[src/core/qwrp_pkg.sv]
// constants and types for the quad read, wrap and page program sequencer
// assumes one 20 MHz system clock and pins sampled through synchronisers
package qwrp_pkg;

    // =====================================================================
    // opcodes
    localparam logic [7:0] OP_READ_QUAD  = 8'heb;
    localparam logic [7:0] OP_READ_WORD  = 8'he7;
    localparam logic [7:0] OP_READ_OCTAL = 8'he3;
    localparam logic [7:0] OP_SET_WRAP   = 8'h77;
    localparam logic [7:0] OP_PAGE_PROG  = 8'h02;

    // =====================================================================
    // phase lengths in serial clocks: last index of each phase, dummy clock counts
    localparam logic [4:0] OP_LAST        = 5'h07;
    localparam logic [4:0] QADDR_LAST     = 5'h05;
    localparam logic [4:0] MODE_LAST      = 5'h01;
    localparam logic [4:0] WRAP_DUM_LAST  = 5'h05;
    localparam logic [4:0] WRAP_BITS_LAST = 5'h01;
    localparam logic [4:0] SADDR_LAST     = 5'h17;
    localparam logic [4:0] BYTE_LAST      = 5'h07;
    localparam logic [4:0] DUMMY_QUAD     = 5'h04;
    localparam logic [4:0] DUMMY_WORD     = 5'h02;
    localparam logic [4:0] DUMMY_OCTAL    = 5'h00;

    // =====================================================================
    // field positions and codes
    localparam int         MODE_CONT_HI   = 5;
    localparam int         MODE_CONT_LO   = 4;
    localparam logic [1:0] MODE_CONT_CODE = 2'h2;
    localparam int         WRAP_DIS_POS   = 4;
    localparam int         WRAP_LEN_HI    = 6;
    localparam int         WRAP_LEN_LO    = 5;
    localparam logic [7:0] WRAP_MIN_BYTES = 8'h08;
    localparam logic       WRAP_DIS_RST   = 1'b1;
    localparam logic [1:0] WRAP_LEN_RST   = 2'h0;
    localparam int         PAGE_BYTES     = 256;

    // =====================================================================
    // timing
    localparam int CLK_PERIOD_NS    = 50;
    localparam int PROG_TIME_NS_DEF = 700000;

    typedef enum logic [3:0] {
        S_IDLE, S_OPCODE, S_ADDR, S_MODE, S_DUMMY, S_DATA, S_WRAP_DUM,
        S_WRAP_BITS, S_PP_ADDR, S_PP_DATA, S_IGNORE
    } qwrp_state_t;

endpackage : qwrp_pkg

[src/core/qwrp_sync.sv]
// two flip-flop synchroniser for pins from outside the clock domain
// assumes the inputs are levels that stay put for several clocks
module qwrp_sync
    import qwrp_pkg::*;
#(
    parameter int W = 1
) (
    input  wire logic         clk,
    input  wire logic         reset_n,
    input  wire logic [W-1:0] pinIn,
    output logic      [W-1:0] pinOut
);

    typedef struct packed {
        logic [W-1:0] s1;
        logic [W-1:0] s2;
    } qwrp_sync_t;

    qwrp_sync_t s, n;

    if (W < 1) begin : g_bad_width
        $error("qwrp_sync width must be at least one");
    end

    // =====================================================================
    // first stage feeds only the second
    always_comb begin
        n.s1 = pinIn;
        n.s2 = s.s1;
    end

    always_ff @(posedge clk) begin
        if (!reset_n) begin
            s <= '0;
        end else begin
            s <= n;
        end
    end

    assign pinOut = s.s2;

endmodule : qwrp_sync

[src/core/qwrp_page_buf.sv]
// page buffer holding program bytes and a loaded flag per byte
// assumes one write per clock and a combinational read port
module qwrp_page_buf
    import qwrp_pkg::*;
#(
    parameter int BYTES = qwrp_pkg::PAGE_BYTES
) (
    input  wire logic                     clk,
    input  wire logic                     reset_n,
    input  wire logic                     clearAll,
    input  wire logic                     wrEn,
    input  wire logic [$clog2(BYTES)-1:0] wrIdx,
    input  wire logic [7:0]               wrData,
    input  wire logic [$clog2(BYTES)-1:0] rdIdx,
    output logic      [7:0]               rdData,
    output logic                          rdValid
);

    typedef struct packed {
        logic [BYTES-1:0] loaded;
    } qwrp_buf_t;

    qwrp_buf_t  s, n;
    logic [7:0] mem [BYTES];

    if (BYTES != PAGE_BYTES) begin : g_bad_size
        $error("qwrp_page_buf must hold exactly one page");
    end

    // =====================================================================
    // loaded flags: a write in the clearing cycle still counts
    always_comb begin
        n = s;
        if (clearAll) begin
            n.loaded = '0;
        end
        if (wrEn) begin
            n.loaded[wrIdx] = 1'b1;
        end
    end

    always_ff @(posedge clk) begin
        if (!reset_n) begin
            s <= '0;
        end else begin
            s <= n;
        end
    end

    // byte store, overwritten when the page address wraps
    always_ff @(posedge clk) begin
        if (wrEn) begin
            mem[wrIdx] <= wrData;
        end
    end

    assign rdData  = mem[rdIdx];
    assign rdValid = s.loaded[rdIdx];

    chk_write_marks: assert property (
        @(posedge clk) disable iff (!reset_n)
        wrEn |=> s.loaded[$past(wrIdx)])
        else $error("written byte not marked loaded");

endmodule : qwrp_page_buf

[src/core/qwrp_sequencer.sv]
// serial flash sequencer: quad word reads, burst wrap setting, page program
// assumes spi mode 0 pins sampled by clk; memory array and status outside
// Operation
// - word quad read waits two dummy clocks after mode bits
// - word and octal word reads need the quad enable bit set
// - eight mode bits follow the address; only upper nibble matters
// - mode bits 5:4 equal 10 make the next select skip the opcode
// - any other mode bits 5:4 return to full opcode decoding
// - octal word read outputs data straight after the mode bits
// - wrap setting is opcode, 24 dummy bits, eight wrap bits
// - wrap bit 4 low enables wrap; bits 6:5 pick 8 to 64 bytes
// - stored wrap setting applies to later quad and word quad reads
// - wrap starts disabled after power on
// - wrapped output restarts at section start until select rises
// - four lane wrapped reads reuse the stored wrap length
// - page program needs the write enable latch, address, data bytes
// - program data advances only the low address byte, wrapping
// - program runs only if select rises on a byte boundary
// - busy flag high during the self timed program cycle
// - write enable latch clears at the end; protected pages skipped
module qwrp_sequencer
    import qwrp_pkg::*;
#(
    parameter int PROG_TIME_NS = PROG_TIME_NS_DEF
) (
    input  wire logic        clk,
    input  wire logic        reset_n,
    input  wire logic        csN,
    input  wire logic        sclk,
    input  wire logic [3:0]  ioIn,
    output logic      [3:0]  ioOut,
    output logic      [3:0]  ioOe,
    input  wire logic        quadEnableBit,
    input  wire logic        welSet,
    input  wire logic        pageProtected,
    output logic             writeEnableLatch,
    output logic             programBusyFlag,
    output logic             continuousReadMode,
    output logic             wrapDisableBit,
    output logic      [1:0]  wrapLengthField,
    output logic      [23:0] progAddr,
    output logic      [23:0] memRdAddr,
    input  wire logic [7:0]  memRdData,
    output logic             arrWrEn,
    output logic      [23:0] arrWrAddr,
    output logic      [7:0]  arrWrData
);

    localparam int PROG_CYCLES = (PROG_TIME_NS + CLK_PERIOD_NS - 1) / CLK_PERIOD_NS;
    localparam int CW          = $clog2(PROG_CYCLES);

    if (PROG_CYCLES <= PAGE_BYTES) begin : g_bad_time
        $error("program time too short to move a page");
    end

    typedef struct packed {
        qwrp_state_t st;
        logic [4:0]  cnt;
        logic [23:0] sh;
        logic [7:0]  op;
        logic [23:0] addr;
        logic        phase;
        logic [7:0]  outByte;
        logic [3:0]  ioOut;
        logic [3:0]  ioOe;
        logic        sclkPrev;
        logic        csPrev;
        logic        contMode;
        logic [7:0]  contOp;
        logic        wrapDis;
        logic [1:0]  wrapLen;
        logic        gotByte;
        logic        write_enable_latch;
        logic        busy;
        logic [CW-1:0] progCnt;
        logic [23:0] progAddr;
        logic        arrWrEn;
        logic [23:0] arrWrAddr;
        logic [7:0]  arrWrData;
    } qwrp_seq_t;

    qwrp_seq_t  s, n;
    logic [5:0] pinS;
    logic       csS, sclkS, rise, fall, csRise, io0;
    logic [3:0] ioS;
    logic       bufClear, bufWrEn, bufValid;
    logic [7:0] bufRdData;
    logic [7:0] modeBits, wrapBits;

    // =====================================================================
    // dummy clocks after the mode bits for each read opcode
    function automatic logic [4:0] dummyClks(input logic [7:0] op);
        case (op)
            OP_READ_WORD:  dummyClks = DUMMY_WORD;
            OP_READ_OCTAL: dummyClks = DUMMY_OCTAL;
            default:       dummyClks = DUMMY_QUAD;
        endcase
    endfunction : dummyClks

    // next read address, held inside the aligned section when wrapping
    function automatic logic [23:0] nextReadAddr(input logic [23:0] a,
                                                 input logic        wrapOn,
                                                 input logic [1:0]  len);
        logic [7:0] mask;
        logic [7:0] low;
        mask = 8'((WRAP_MIN_BYTES << len) - 8'h01);
        low  = (a[7:0] & ~mask) | ((a[7:0] + 8'h01) & mask);
        nextReadAddr = wrapOn ? {a[23:8], low} : a + 24'h000001;
    endfunction : nextReadAddr

    // =====================================================================
    // pin synchronisers, edges found from the second stage onward
    // select travels inverted so a flushed stage reads as deselected,
    // which keeps reset from faking a select fall and a later rise
    qwrp_sync #(
        .W (6)
    ) u_sync (
        .clk     (clk),
        .reset_n (reset_n),
        .pinIn   ({~csN, sclk, ioIn}),
        .pinOut  (pinS)
    );

    assign csS    = ~pinS[5];
    assign sclkS  = pinS[4];
    assign ioS    = pinS[3:0];
    assign io0    = pinS[0];
    assign rise   = sclkS & ~s.sclkPrev;
    assign fall   = ~sclkS & s.sclkPrev;
    assign csRise = csS & ~s.csPrev;

    assign modeBits = {s.sh[3:0], ioS};
    assign wrapBits = {s.sh[3:0], ioS};

    // page buffer, streamed to the array during the program cycle
    qwrp_page_buf u_buf (
        .clk      (clk),
        .reset_n  (reset_n),
        .clearAll (bufClear),
        .wrEn     (bufWrEn),
        .wrIdx    (s.addr[7:0]),
        .wrData   ({s.sh[6:0], io0}),
        .rdIdx    (s.progCnt[7:0]),
        .rdData   (bufRdData),
        .rdValid  (bufValid)
    );

    // =====================================================================
    // next state of the whole sequencer
    always_comb begin
        n          = s;
        bufClear   = 1'b0;
        bufWrEn    = 1'b0;
        n.sclkPrev = sclkS;
        n.csPrev   = csS;
        n.arrWrEn  = 1'b0;
        // self-timed program cycle
        if (s.busy) begin
            if (s.progCnt < CW'(PAGE_BYTES)) begin
                n.arrWrEn   = bufValid;
                n.arrWrAddr = {s.progAddr[23:8], s.progCnt[7:0]};
                n.arrWrData = bufRdData;
            end
            if (s.progCnt == CW'(PROG_CYCLES - 1)) begin
                n.busy = 1'b0;
                n.write_enable_latch  = 1'b0;
            end else begin
                n.progCnt = s.progCnt + 1'b1;
            end
        end
        if (welSet) begin
            n.write_enable_latch = 1'b1;
        end
        if (csS) begin
            // select high ends every instruction; program only on byte edge
            if (csRise && s.st == S_PP_DATA && s.cnt == '0 && s.gotByte
                    && !pageProtected && !s.busy) begin
                n.busy    = 1'b1;
                n.progCnt = '0;
            end
            n.st   = S_IDLE;
            n.ioOe = 4'h0;
        end else begin
            case (s.st)
                S_IDLE: begin
                    n.cnt     = '0;
                    n.phase   = 1'b0;
                    n.gotByte = 1'b0;
                    if (s.busy) begin
                        n.st = S_IGNORE;
                    end else if (s.contMode) begin
                        n.op = s.contOp;
                        n.st = S_ADDR;
                    end else begin
                        n.st = S_OPCODE;
                    end
                end
                S_OPCODE: if (rise) begin
                    n.sh  = {s.sh[22:0], io0};
                    n.cnt = s.cnt + 5'h01;
                    if (s.cnt == OP_LAST) begin
                        n.cnt = '0;
                        n.op  = {s.sh[6:0], io0};
                        case ({s.sh[6:0], io0})
                            OP_READ_QUAD, OP_READ_WORD, OP_READ_OCTAL:
                                n.st = quadEnableBit ? S_ADDR : S_IGNORE;
                            OP_SET_WRAP:
                                n.st = S_WRAP_DUM;
                            OP_PAGE_PROG: begin
                                n.st     = s.write_enable_latch ? S_PP_ADDR : S_IGNORE;
                                bufClear = 1'b1;
                            end
                            default:
                                n.st = S_IGNORE;
                        endcase
                    end
                end
                S_ADDR: if (rise) begin
                    // low address bits taken as given by the host
                    n.sh  = {s.sh[19:0], ioS};
                    n.cnt = s.cnt + 5'h01;
                    if (s.cnt == QADDR_LAST) begin
                        n.addr = {s.sh[19:0], ioS};
                        n.cnt  = '0;
                        n.st   = S_MODE;
                    end
                end
                S_MODE: if (rise) begin
                    n.sh  = {s.sh[19:0], ioS};
                    n.cnt = s.cnt + 5'h01;
                    if (s.cnt == MODE_LAST) begin
                        // lower nibble of the mode byte is ignored
                        n.contMode = modeBits[MODE_CONT_HI:MODE_CONT_LO]
                                     == MODE_CONT_CODE;
                        n.contOp   = s.op;
                        n.cnt      = '0;
                        n.st       = (dummyClks(s.op) == '0) ? S_DATA : S_DUMMY;
                    end
                end
                S_DUMMY: if (rise) begin
                    n.cnt = s.cnt + 5'h01;
                    if (s.cnt == dummyClks(s.op) - 5'h01) begin
                        n.cnt = '0;
                        n.st  = S_DATA;
                    end
                end
                S_DATA: if (fall) begin
                    n.ioOe = 4'hf;
                    if (!s.phase) begin
                        n.outByte = memRdData;
                        n.ioOut   = memRdData[7:4];
                        n.phase   = 1'b1;
                    end else begin
                        n.ioOut = s.outByte[3:0];
                        n.phase = 1'b0;
                        n.addr  = nextReadAddr(s.addr,
                                               !s.wrapDis && s.op != OP_READ_OCTAL,
                                               s.wrapLen);
                    end
                end
                S_WRAP_DUM: if (rise) begin
                    n.cnt = s.cnt + 5'h01;
                    if (s.cnt == WRAP_DUM_LAST) begin
                        n.cnt = '0;
                        n.st  = S_WRAP_BITS;
                    end
                end
                S_WRAP_BITS: if (rise) begin
                    n.sh  = {s.sh[19:0], ioS};
                    n.cnt = s.cnt + 5'h01;
                    if (s.cnt == WRAP_BITS_LAST) begin
                        // bits 7 and 3:0 are not stored
                        n.wrapDis = wrapBits[WRAP_DIS_POS];
                        n.wrapLen = wrapBits[WRAP_LEN_HI:WRAP_LEN_LO];
                        n.st      = S_IGNORE;
                    end
                end
                S_PP_ADDR: if (rise) begin
                    n.sh  = {s.sh[22:0], io0};
                    n.cnt = s.cnt + 5'h01;
                    if (s.cnt == SADDR_LAST) begin
                        n.addr     = {s.sh[22:0], io0};
                        n.progAddr = {s.sh[22:0], io0};
                        n.cnt      = '0;
                        n.st       = S_PP_DATA;
                    end
                end
                S_PP_DATA: if (rise) begin
                    n.sh  = {s.sh[22:0], io0};
                    n.cnt = s.cnt + 5'h01;
                    if (s.cnt == BYTE_LAST) begin
                        bufWrEn      = 1'b1;
                        n.addr[7:0]  = s.addr[7:0] + 8'h01;
                        n.gotByte    = 1'b1;
                        n.cnt        = '0;
                    end
                end
                default: begin
                    n.st = S_IGNORE;
                end
            endcase
        end
    end

    // =====================================================================
    // state register; wrap starts disabled
    always_ff @(posedge clk) begin
        if (!reset_n) begin
            s         <= '0;
            s.st      <= S_IDLE;
            s.csPrev  <= 1'b1;
            s.wrapDis <= WRAP_DIS_RST;
            s.wrapLen <= WRAP_LEN_RST;
        end else begin
            s <= n;
        end
    end

    assign ioOut              = s.ioOut;
    assign ioOe               = s.ioOe;
    assign writeEnableLatch   = s.write_enable_latch;
    assign programBusyFlag    = s.busy;
    assign continuousReadMode = s.contMode;
    assign wrapDisableBit     = s.wrapDis;
    assign wrapLengthField    = s.wrapLen;
    assign progAddr           = s.progAddr;
    assign memRdAddr          = s.addr;
    assign arrWrEn            = s.arrWrEn;
    assign arrWrAddr          = s.arrWrAddr;
    assign arrWrData          = s.arrWrData;

    // =====================================================================
    // checks
    chk_word_dummy: assert property (
        @(posedge clk) disable iff (!reset_n)
        ($past(s.st) == S_DUMMY && s.st == S_DATA && s.op == OP_READ_WORD)
        |-> $past(s.cnt) == DUMMY_WORD - 5'h01)
        else $error("word read dummy count wrong");

    chk_quad_gate: assert property (
        @(posedge clk) disable iff (!reset_n)
        (s.st == S_OPCODE && rise && !csS && s.cnt == OP_LAST && !quadEnableBit)
        |=> s.st != S_ADDR)
        else $error("quad read accepted without quad enable");

    chk_cont_mode: assert property (
        @(posedge clk) disable iff (!reset_n)
        (s.st == S_MODE && rise && !csS && s.cnt == MODE_LAST)
        |=> continuousReadMode == ($past(s.sh[1:0]) == MODE_CONT_CODE))
        else $error("continuous mode not taken from mode bits");

    chk_octal_nodum: assert property (
        @(posedge clk) disable iff (!reset_n)
        (s.st == S_MODE && rise && !csS && s.cnt == MODE_LAST && s.op == OP_READ_OCTAL)
        |=> s.st == S_DATA)
        else $error("octal word read inserted dummy clocks");

    chk_wrap_reset: assert property (
        @(posedge clk) !reset_n |=> wrapDisableBit)
        else $error("wrap not disabled after reset");

    chk_page_wrap: assert property (
        @(posedge clk) disable iff (!reset_n)
        bufWrEn |=> s.addr[23:8] == $past(s.addr[23:8]))
        else $error("program address left its page");

    chk_busy_hold: assert property (
        @(posedge clk) disable iff (!reset_n)
        $rose(programBusyFlag) |-> programBusyFlag [*8])
        else $error("busy flag dropped early");

    chk_wel_clear: assert property (
        @(posedge clk) disable iff (!reset_n)
        ($fell(programBusyFlag) && !$past(welSet)) |-> !writeEnableLatch)
        else $error("write enable latch not cleared");

    chk_discard: assert property (
        @(posedge clk) disable iff (!reset_n)
        (csRise && s.st == S_PP_DATA && s.cnt != '0 && !s.busy) |=> !programBusyFlag)
        else $error("program started off a byte boundary");

endmodule : qwrp_sequencer

[config.mk]
export PLATFORM = sky130hd
export DESIGN_NAME = qwrp_sequencer
export DESIGN_NICKNAME = d
export VERILOG_FILES = /design/src/core/qwrp_pkg.sv /design/src/core/qwrp_sync.sv /design/src/core/qwrp_page_buf.sv /design/src/core/qwrp_sequencer.sv
export SDC_FILE = /design/constraint.sdc
export NUM_CORES = 2
export LEC_CHECK = 0
export BUFFER_PORTS_ARGS = -buffer_cell sky130_fd_sc_hd__buf_2
export CORE_AREA = 2 2 633 635
export DETAILED_ROUTE_END_ITERATION = 8
export DIE_AREA = 0 0 635 637
export MAX_ROUTING_LAYER = met4
export PLACE_DENSITY_LB_ADDON = 0.05
export SLEW_MARGIN = 20
export SYNTH_ARGS = -nofsm -noshare
export SYNTH_HDL_FRONTEND = slang
export SYNTH_SLANG_ARGS = --single-unit
[constraint.sdc]
create_clock -name clk -period 10.8 [get_ports clk]
set_clock_uncertainty 0.15 [all_clocks]
set_input_delay 1.08 -clock clk [delete_from_list [all_inputs] [get_ports clk]]
set_output_delay 1.08 -clock clk [all_outputs]
set_load 0.02 [all_outputs]
[Yosys cells after proc, flatten, opt, wreduce, memory -nomap -nowiden]
Memories as Yosys holds them, arrays and structs flattened. A register that Yosys moved wholly into a read port is not among the register bits.
Cells that the tools add are included.
Storage, ports and cells
  latch bits: 0
  bits in registers: 426
  RAM bits: 2048
  memories kept: 1
  output and inout port bits: 95
  bits in read-only memories: 0
Cells by class
  eq/ne operators: 45
  shift-type cells: 1
  $add $sub $neg: 6
  $mul: 0
  divide/modulo/power cells: 0
  bitwise logic cells: 15
  reductions and logical operators: 43
  magnitude comparators: 4
  mux-type cells: 78
Memory list
  u_buf.mem: words 256, width 8, read ports 1, clocked after Yosys merged registers in 1, wr ports 1, line qwrp_page_buf.sv:24  | logic [7:0] mem [BYTES];
Operators with widths (count)
  two-way mux 256 bit: 2
  bitwise OR 256 bit: 1
  two-way mux 24 bit: 6
  case mux 23 bit (6 select lines): 1
  two-way mux 33 bit: 4
  two-way mux 41 bit: 2
  two-way mux 9 bit: 8
  two-way mux 8 bit: 6
  case mux 16 bit (3 select lines): 1
  case mux 5 bit (9 select lines): 1
  equality test 8 bit, second input constant: 5
  two-way mux 5 bit: 8
  != test 2 bit, second input constant: 20
  case mux 4 bit (9 select lines): 1
  case mux 8 bit (4 select lines): 1
  two-way mux 15 bit: 2
  two-way mux 29 bit: 1
  adder 24 x 1 -> 24 bit, second input constant: 1
  AND reduction 10 bit: 2
  AND reduction 4 bit: 5
  < comparator 8 x 9 -> 1 bit, second input constant: 2
  two-way mux 1 bit: 18
  AND 8 bit: 2
  equality test 4 x 3 -> 1 bit, second input constant: 4
  other kinds (52): 88

[Depth between registers and ports, before layout]
  word-level depth: 11
  gate-level depth with buffers: 13

[Hierarchy]
Synthesis repeated with hierarchy kept, for this count alone.
Second synthesis, totals
  cells, all modules: 5881
  area, all modules: 99490.4 um^2
Modules (own cells, without submodules)
  qwrp_page_buf: instances 1, area an instance 90304.1 um^2, sequential area each 66623.9 um^2, cells an instance 4740
  qwrp_sequencer: instances 1, area an instance 8849.7 um^2, sequential area each 3243.1 um^2, cells an instance 1116
  qwrp_sync: instances 1, area an instance 336.6 um^2, sequential area each 240.2 um^2, cells an instance 25

[Worst setup path before layout]
No wires, ideal clock.
  path type: reg-to-reg
  start point: register s[143] (netlist bit)
  end point: register u_buf.s[172] (netlist bit)
  stages on the path, launching flop included: 9
  required time: 10.585 ns
  buffers on the path: 3
  setup time: 0.065 ns
  slack: 5.331 ns
  data arrival time: 5.254 ns
  clock period less this slack: 5.469 ns
  cell sequence: dfxtp_1 > clkbuf_2 > or3b_2 > nor3_1 > nand4_1 > clkbuf_1 > clkbuf_1 > a21oi_1 > nor2_1
Between the ends
  word-level cells in the longest chain between the ends: 9
RTL lines
  start, declared: line qwrp_sequencer.sv:82  | qwrp_seq_t s, n;
  start signal, assigned: line qwrp_sequencer.sv:315  | s <= n;
  equality test 8 x 2 -> 1 bit (*): line qwrp_sequencer.sv:204  | case ({s.sh[6:0], io0})
  two-way mux 1 bit (*): line qwrp_sequencer.sv:204
  two-way mux 1 bit (*): line qwrp_sequencer.sv:201  | if (s.cnt == OP_LAST) begin
  two-way mux 1 bit (*): line qwrp_sequencer.sv:198  | S_OPCODE: if (rise) begin
  two-way mux 1 bit (*): line qwrp_sequencer.sv:184  | case (s.st)
  two-way mux 1 bit (*): line qwrp_sequencer.sv:174  | if (csS) begin
  two-way mux 256 bit (*): line qwrp_page_buf.sv:34  | if (clearAll) begin
  bitwise OR 256 bit (no line)
  two-way mux 256 bit (*): line qwrp_page_buf.sv:37  | if (wrEn) begin
  end signal, assigned: line qwrp_page_buf.sv:46  | s <= n;
  end, declared: line qwrp_page_buf.sv:23  | qwrp_buf_t s, n;
Mark *: on every way between the ends. The rest lies on a longest branch, timed or not.
A chain may end at the register's enable or synchronous reset.

[Worst setup path after layout]
  start point: register s[59] (netlist bit)
  end point: register arrWrData[5] (netlist name)
Between the ends
  word-level cells in the longest chain between the ends: 2
RTL lines
  < comparator 14 x 9 -> 1 bit: line qwrp_sequencer.sv:159  | if (s.progCnt < CW'(PAGE_BYTES)) begin
  AND reduction 2 bit (no line)
Several ways; a longest one is shown, not always the timed one.

==> impl_results.md <==
- Status: completed
- First-pass GRT wire length: 489000 um
- Total setup buffers inserted after CTS: 0
- TritonRoute pass-1 iters: 5
- Resized cells post-CTS: 0
- Max stage delay cell, worst path: dfxtp_4
- Most Frequent Cell on Critical Path: buf_12
- CP delay by family, top: buffers and inverters
- Placement Cell Area: 105000 um2
- Hold Path Cell Cnt: 2
- Largest stage delay, worst path: 0.87 ns
- Power Dens Cells: 178 nW/um2
- Worst Hold End: u_sync.n[5]$_SDFF_PN0_
- Net Count, Synth: 5940
- Total number of vias: 54900
- Worst r2r path cells: 9
- Ys async rst share: 0%
- Syn. warnings: 0
- Unrepaired setup endpoints after global routing: false
- Clk buf depth: 4
- Main flop type after synthesis: edfxtp_1
- Number of setup violations in the final report: 0
- Die Span Y: 637 um
- GR Util met2: 27.7%
- Post-DP HPWL: 216000 um
- Critical path endpoint category: flop
- Area leader, netlist: edfxtp_1
- Vias per inst: 4.76
- Clk sink count: 2478
- Grt peak-use layer: met2
- Fin util: 29.0%
- Final WL: 353000 um
- H-tree levels: 5
- Startpoint types: flop
- Worst-skew pair later-pin latency: 0.91 ns
- Final nets: 6047
- Hold Crit Start: csN
- Max Cap Viol: 0
- Largest net degree at the start of global routing: 164
- Worst-margin pin slew: 1.23 ns
- Port buffer count: 113
- Total power: 20.6 mW
- Crit path cell chain: buf_4, buf_12, buf_12, mux4_2, mux2i_1, a21oi_1, a32oi_1, a211o_1, a31oi_1
- EDFF count, synth: 2048
- Cell Area, Synth: 99000 um2
- DRC Markers: 0
- Worst EP arrival: 5.72 ns
- Met1 GRT Util: 24.3%
- Share of cells above drive strength 1: 22.6%
- Setup CP Type: reg -> reg
- Hold Path Class: in -> reg
- Core box area: 398000 um2
- Antenna violations before repair: 23
- Synth-to-layout area growth: 16.6%
- Top-area cell type share of the netlist area: 62.1%
- Reg clk slew, reported paths: 0.06 ns
- Die area: 404000 um2
- DR iter-0 viols: 4686
- Mapped Cells: 5912
- Num rows: 232
- Largest cells by area after synthesis: edfxtp_1 (62%), mux4_2 (12%), dfxtp_1 (8.7%)
- Max Fanout on Critical Path: 82
- Post-CTS Hold Buffers: 0
- Sequential-to-total area share from yosys stat: 70.8%
- Peak VDD IR: 0.124 mV
- Pleak: 35.4 nW
- TritonCTS Buffers: 306
- Period utilisation layout: 47.2%
- Slew HR: 18.2%
- Smallest hold slack: 0.188 ns
- Total GRT Usage: 17.6%
- Reg-to-Reg End: arrWrData[5]$_SDFFE_PN0P_
- Met3 GRT Util: 2.57%
- Sum Neg Setup Slack: 0 ns
- Reg-to-reg slack, setup: 5.70 ns
- Vias in the first global route: 56500
- #FFs+latches synth: 2478
- Worst r2r src: s[59]$_SDFF_PN0_
- Unique masters post-synth: 81
- Max Transition Viols Final: 0
- GRT overflow: 0
- Clk root buf: clkbuf_16
- Post-route cell area: 115000 um2
- Avg Inst Size Synth: 16.7 um2
- Endpoints failing hold: 0
- IO Pins: 114
- Final GP Congestion: 0.755
- Initial Utilization: 24.9%
- Worst path bufs/invs: 3
- Die Width: 635 um
- Fmax: 196 MHz
- Tmin final: 5.10 ns
- Final ANT Viol Nets: 0
- Critical Path RT: 11.42 ns
- TritonCTS clock tree: built
- Wirelength per Cell: 30.6 um
==> cells by family (layout without fill, tap and decap cells) <==
family          after synthesis  after routing  synth area share [%]
fa+ha+maj                     9              9                 0.114
mux                         764            764                  14.6
compound gates              868            868                  6.01
simple gates               1242           1242                  5.54
buf+inv                     535            883                  2.81
xor+xnor                     16             16                 0.142
flops                      2478           2478                  70.8
other cells                   0              4                     0
==> registers in the layout (all words and copies together) (netlist names), 6 cells and up <==
register / cells
u_buf.mem: 2048
memRdAddr: 24
arrWrAddr: 24
u_buf.s: 256
u_sync.pinOut: 6
arrWrData: 8
progAddr: 24
s: 66
u_sync.n: 6
==> cell usage after synthesis, drive strengths merged, types with 6 or more instances <==
| master | number |
|---|---|
| a21oi | 229 |
| a21boi | 9 |
| ha | 9 |
| o21a | 6 |
| o31ai | 6 |
| a221oi | 16 |
| nand3 | 84 |
| dfxtp | 430 |
| o32ai | 6 |
| xor2 | 9 |
| nor2 | 668 |
| nor4 | 10 |
| a22oi | 298 |
| mux2 | 20 |
| o311ai | 6 |
| o21ai | 48 |
| clkbuf | 273 |
| nor3b | 12 |
| a31oi | 28 |
| a211o | 7 |
| buf | 240 |
| and3 | 18 |
| o41ai | 8 |
| xnor2 | 7 |
| edfxtp | 2048 |
| a21o | 6 |
| nand3b | 6 |
| nor3 | 32 |
| or3 | 8 |
| a211oi | 74 |
| inv | 21 |
| nand2 | 240 |
| mux2i | 206 |
| o22ai | 28 |
| o2111ai | 12 |
| mux4 | 538 |
| and2 | 43 |
| and3b | 6 |
| o211ai | 14 |
| a311oi | 12 |
| nand4 | 19 |
| nor2b | 44 |
| nand2b | 21 |
| o221ai | 22 |
==> cell type report <==
cell class | count | area [um2]
diodes | 4 | 10.0
inverters | 22 | 91.3
clock inverters | 133 | 1410
repair buffers | 312 | 2280
multi-input cells | 2899 | 26400
fillers | 39400 | 283000
well taps | 5265 | 6590
flip-flops and latches | 2478 | 70200
clock buffers | 416 | 8480
==> per-layer routing <==
metal	part of all wire [%]	up-vias
li1	-	23600
met1	47	29600
met5	0	-
met4	1.9	0
met2	47	1305
met3	4.3	376
==> layout by cell type (no fill, tap or decap), drive strengths merged, types with 32 or more instances in the layout <==
master,synthesis,layout
mux4,538,538
dfxtp,430,430
nand3,84,84
a22oi,298,298
nor2,668,668
a211oi,74,74
nor3,32,32
buf,240,312
edfxtp,2048,2048
clkinv,1,90
and2,43,43
nand2,240,240
inv,21,36
nor2b,44,44
mux2i,206,206
a21oi,229,229
clkbuf,273,416
o21ai,48,48
==> report_power, final <==
part           internal (mW)  total [mW]  switching (mW)
clock                   6.03        10.3            4.26
combinational         0.0121      0.0743          0.0621
sequential              10.2        10.2         0.00518
==> how the worst max path moves through the flow <==
stage | start | end | slack, ns | cells past startpoint
floorplan | s[143]$_SDFFE_PN0P_ | u_buf.s[172]$_SDFF_PN0_ | 5.33 | 8
global placement | s[57]$_SDFF_PN0_ | arrWrData[7]$_SDFFE_PN0P_ | 4.97 | 8
detailed placement | s[59]$_SDFF_PN0_ | arrWrData[5]$_SDFFE_PN0P_ | 5.55 | 9
CTS | s[59]$_SDFF_PN0_ | arrWrData[5]$_SDFFE_PN0P_ | 5.59 | 9
global route | s[57]$_SDFF_PN0_ | arrWrData[7]$_SDFFE_PN0P_ | 5.53 | 8
finish | s[59]$_SDFF_PN0_ | arrWrData[5]$_SDFFE_PN0P_ | 5.70 | 9
==> through the flow <==
step | cells | setup slack [ns]
finish | 11500 | 5.70
floorplan | 5912 | 5.33
global route | 11500 | 5.53
detailed placement | 11000 | 5.55
CTS | 11500 | 5.59
global placement | 11000 | 4.97
Note: power is estimated with default switching activity, not from simulation.
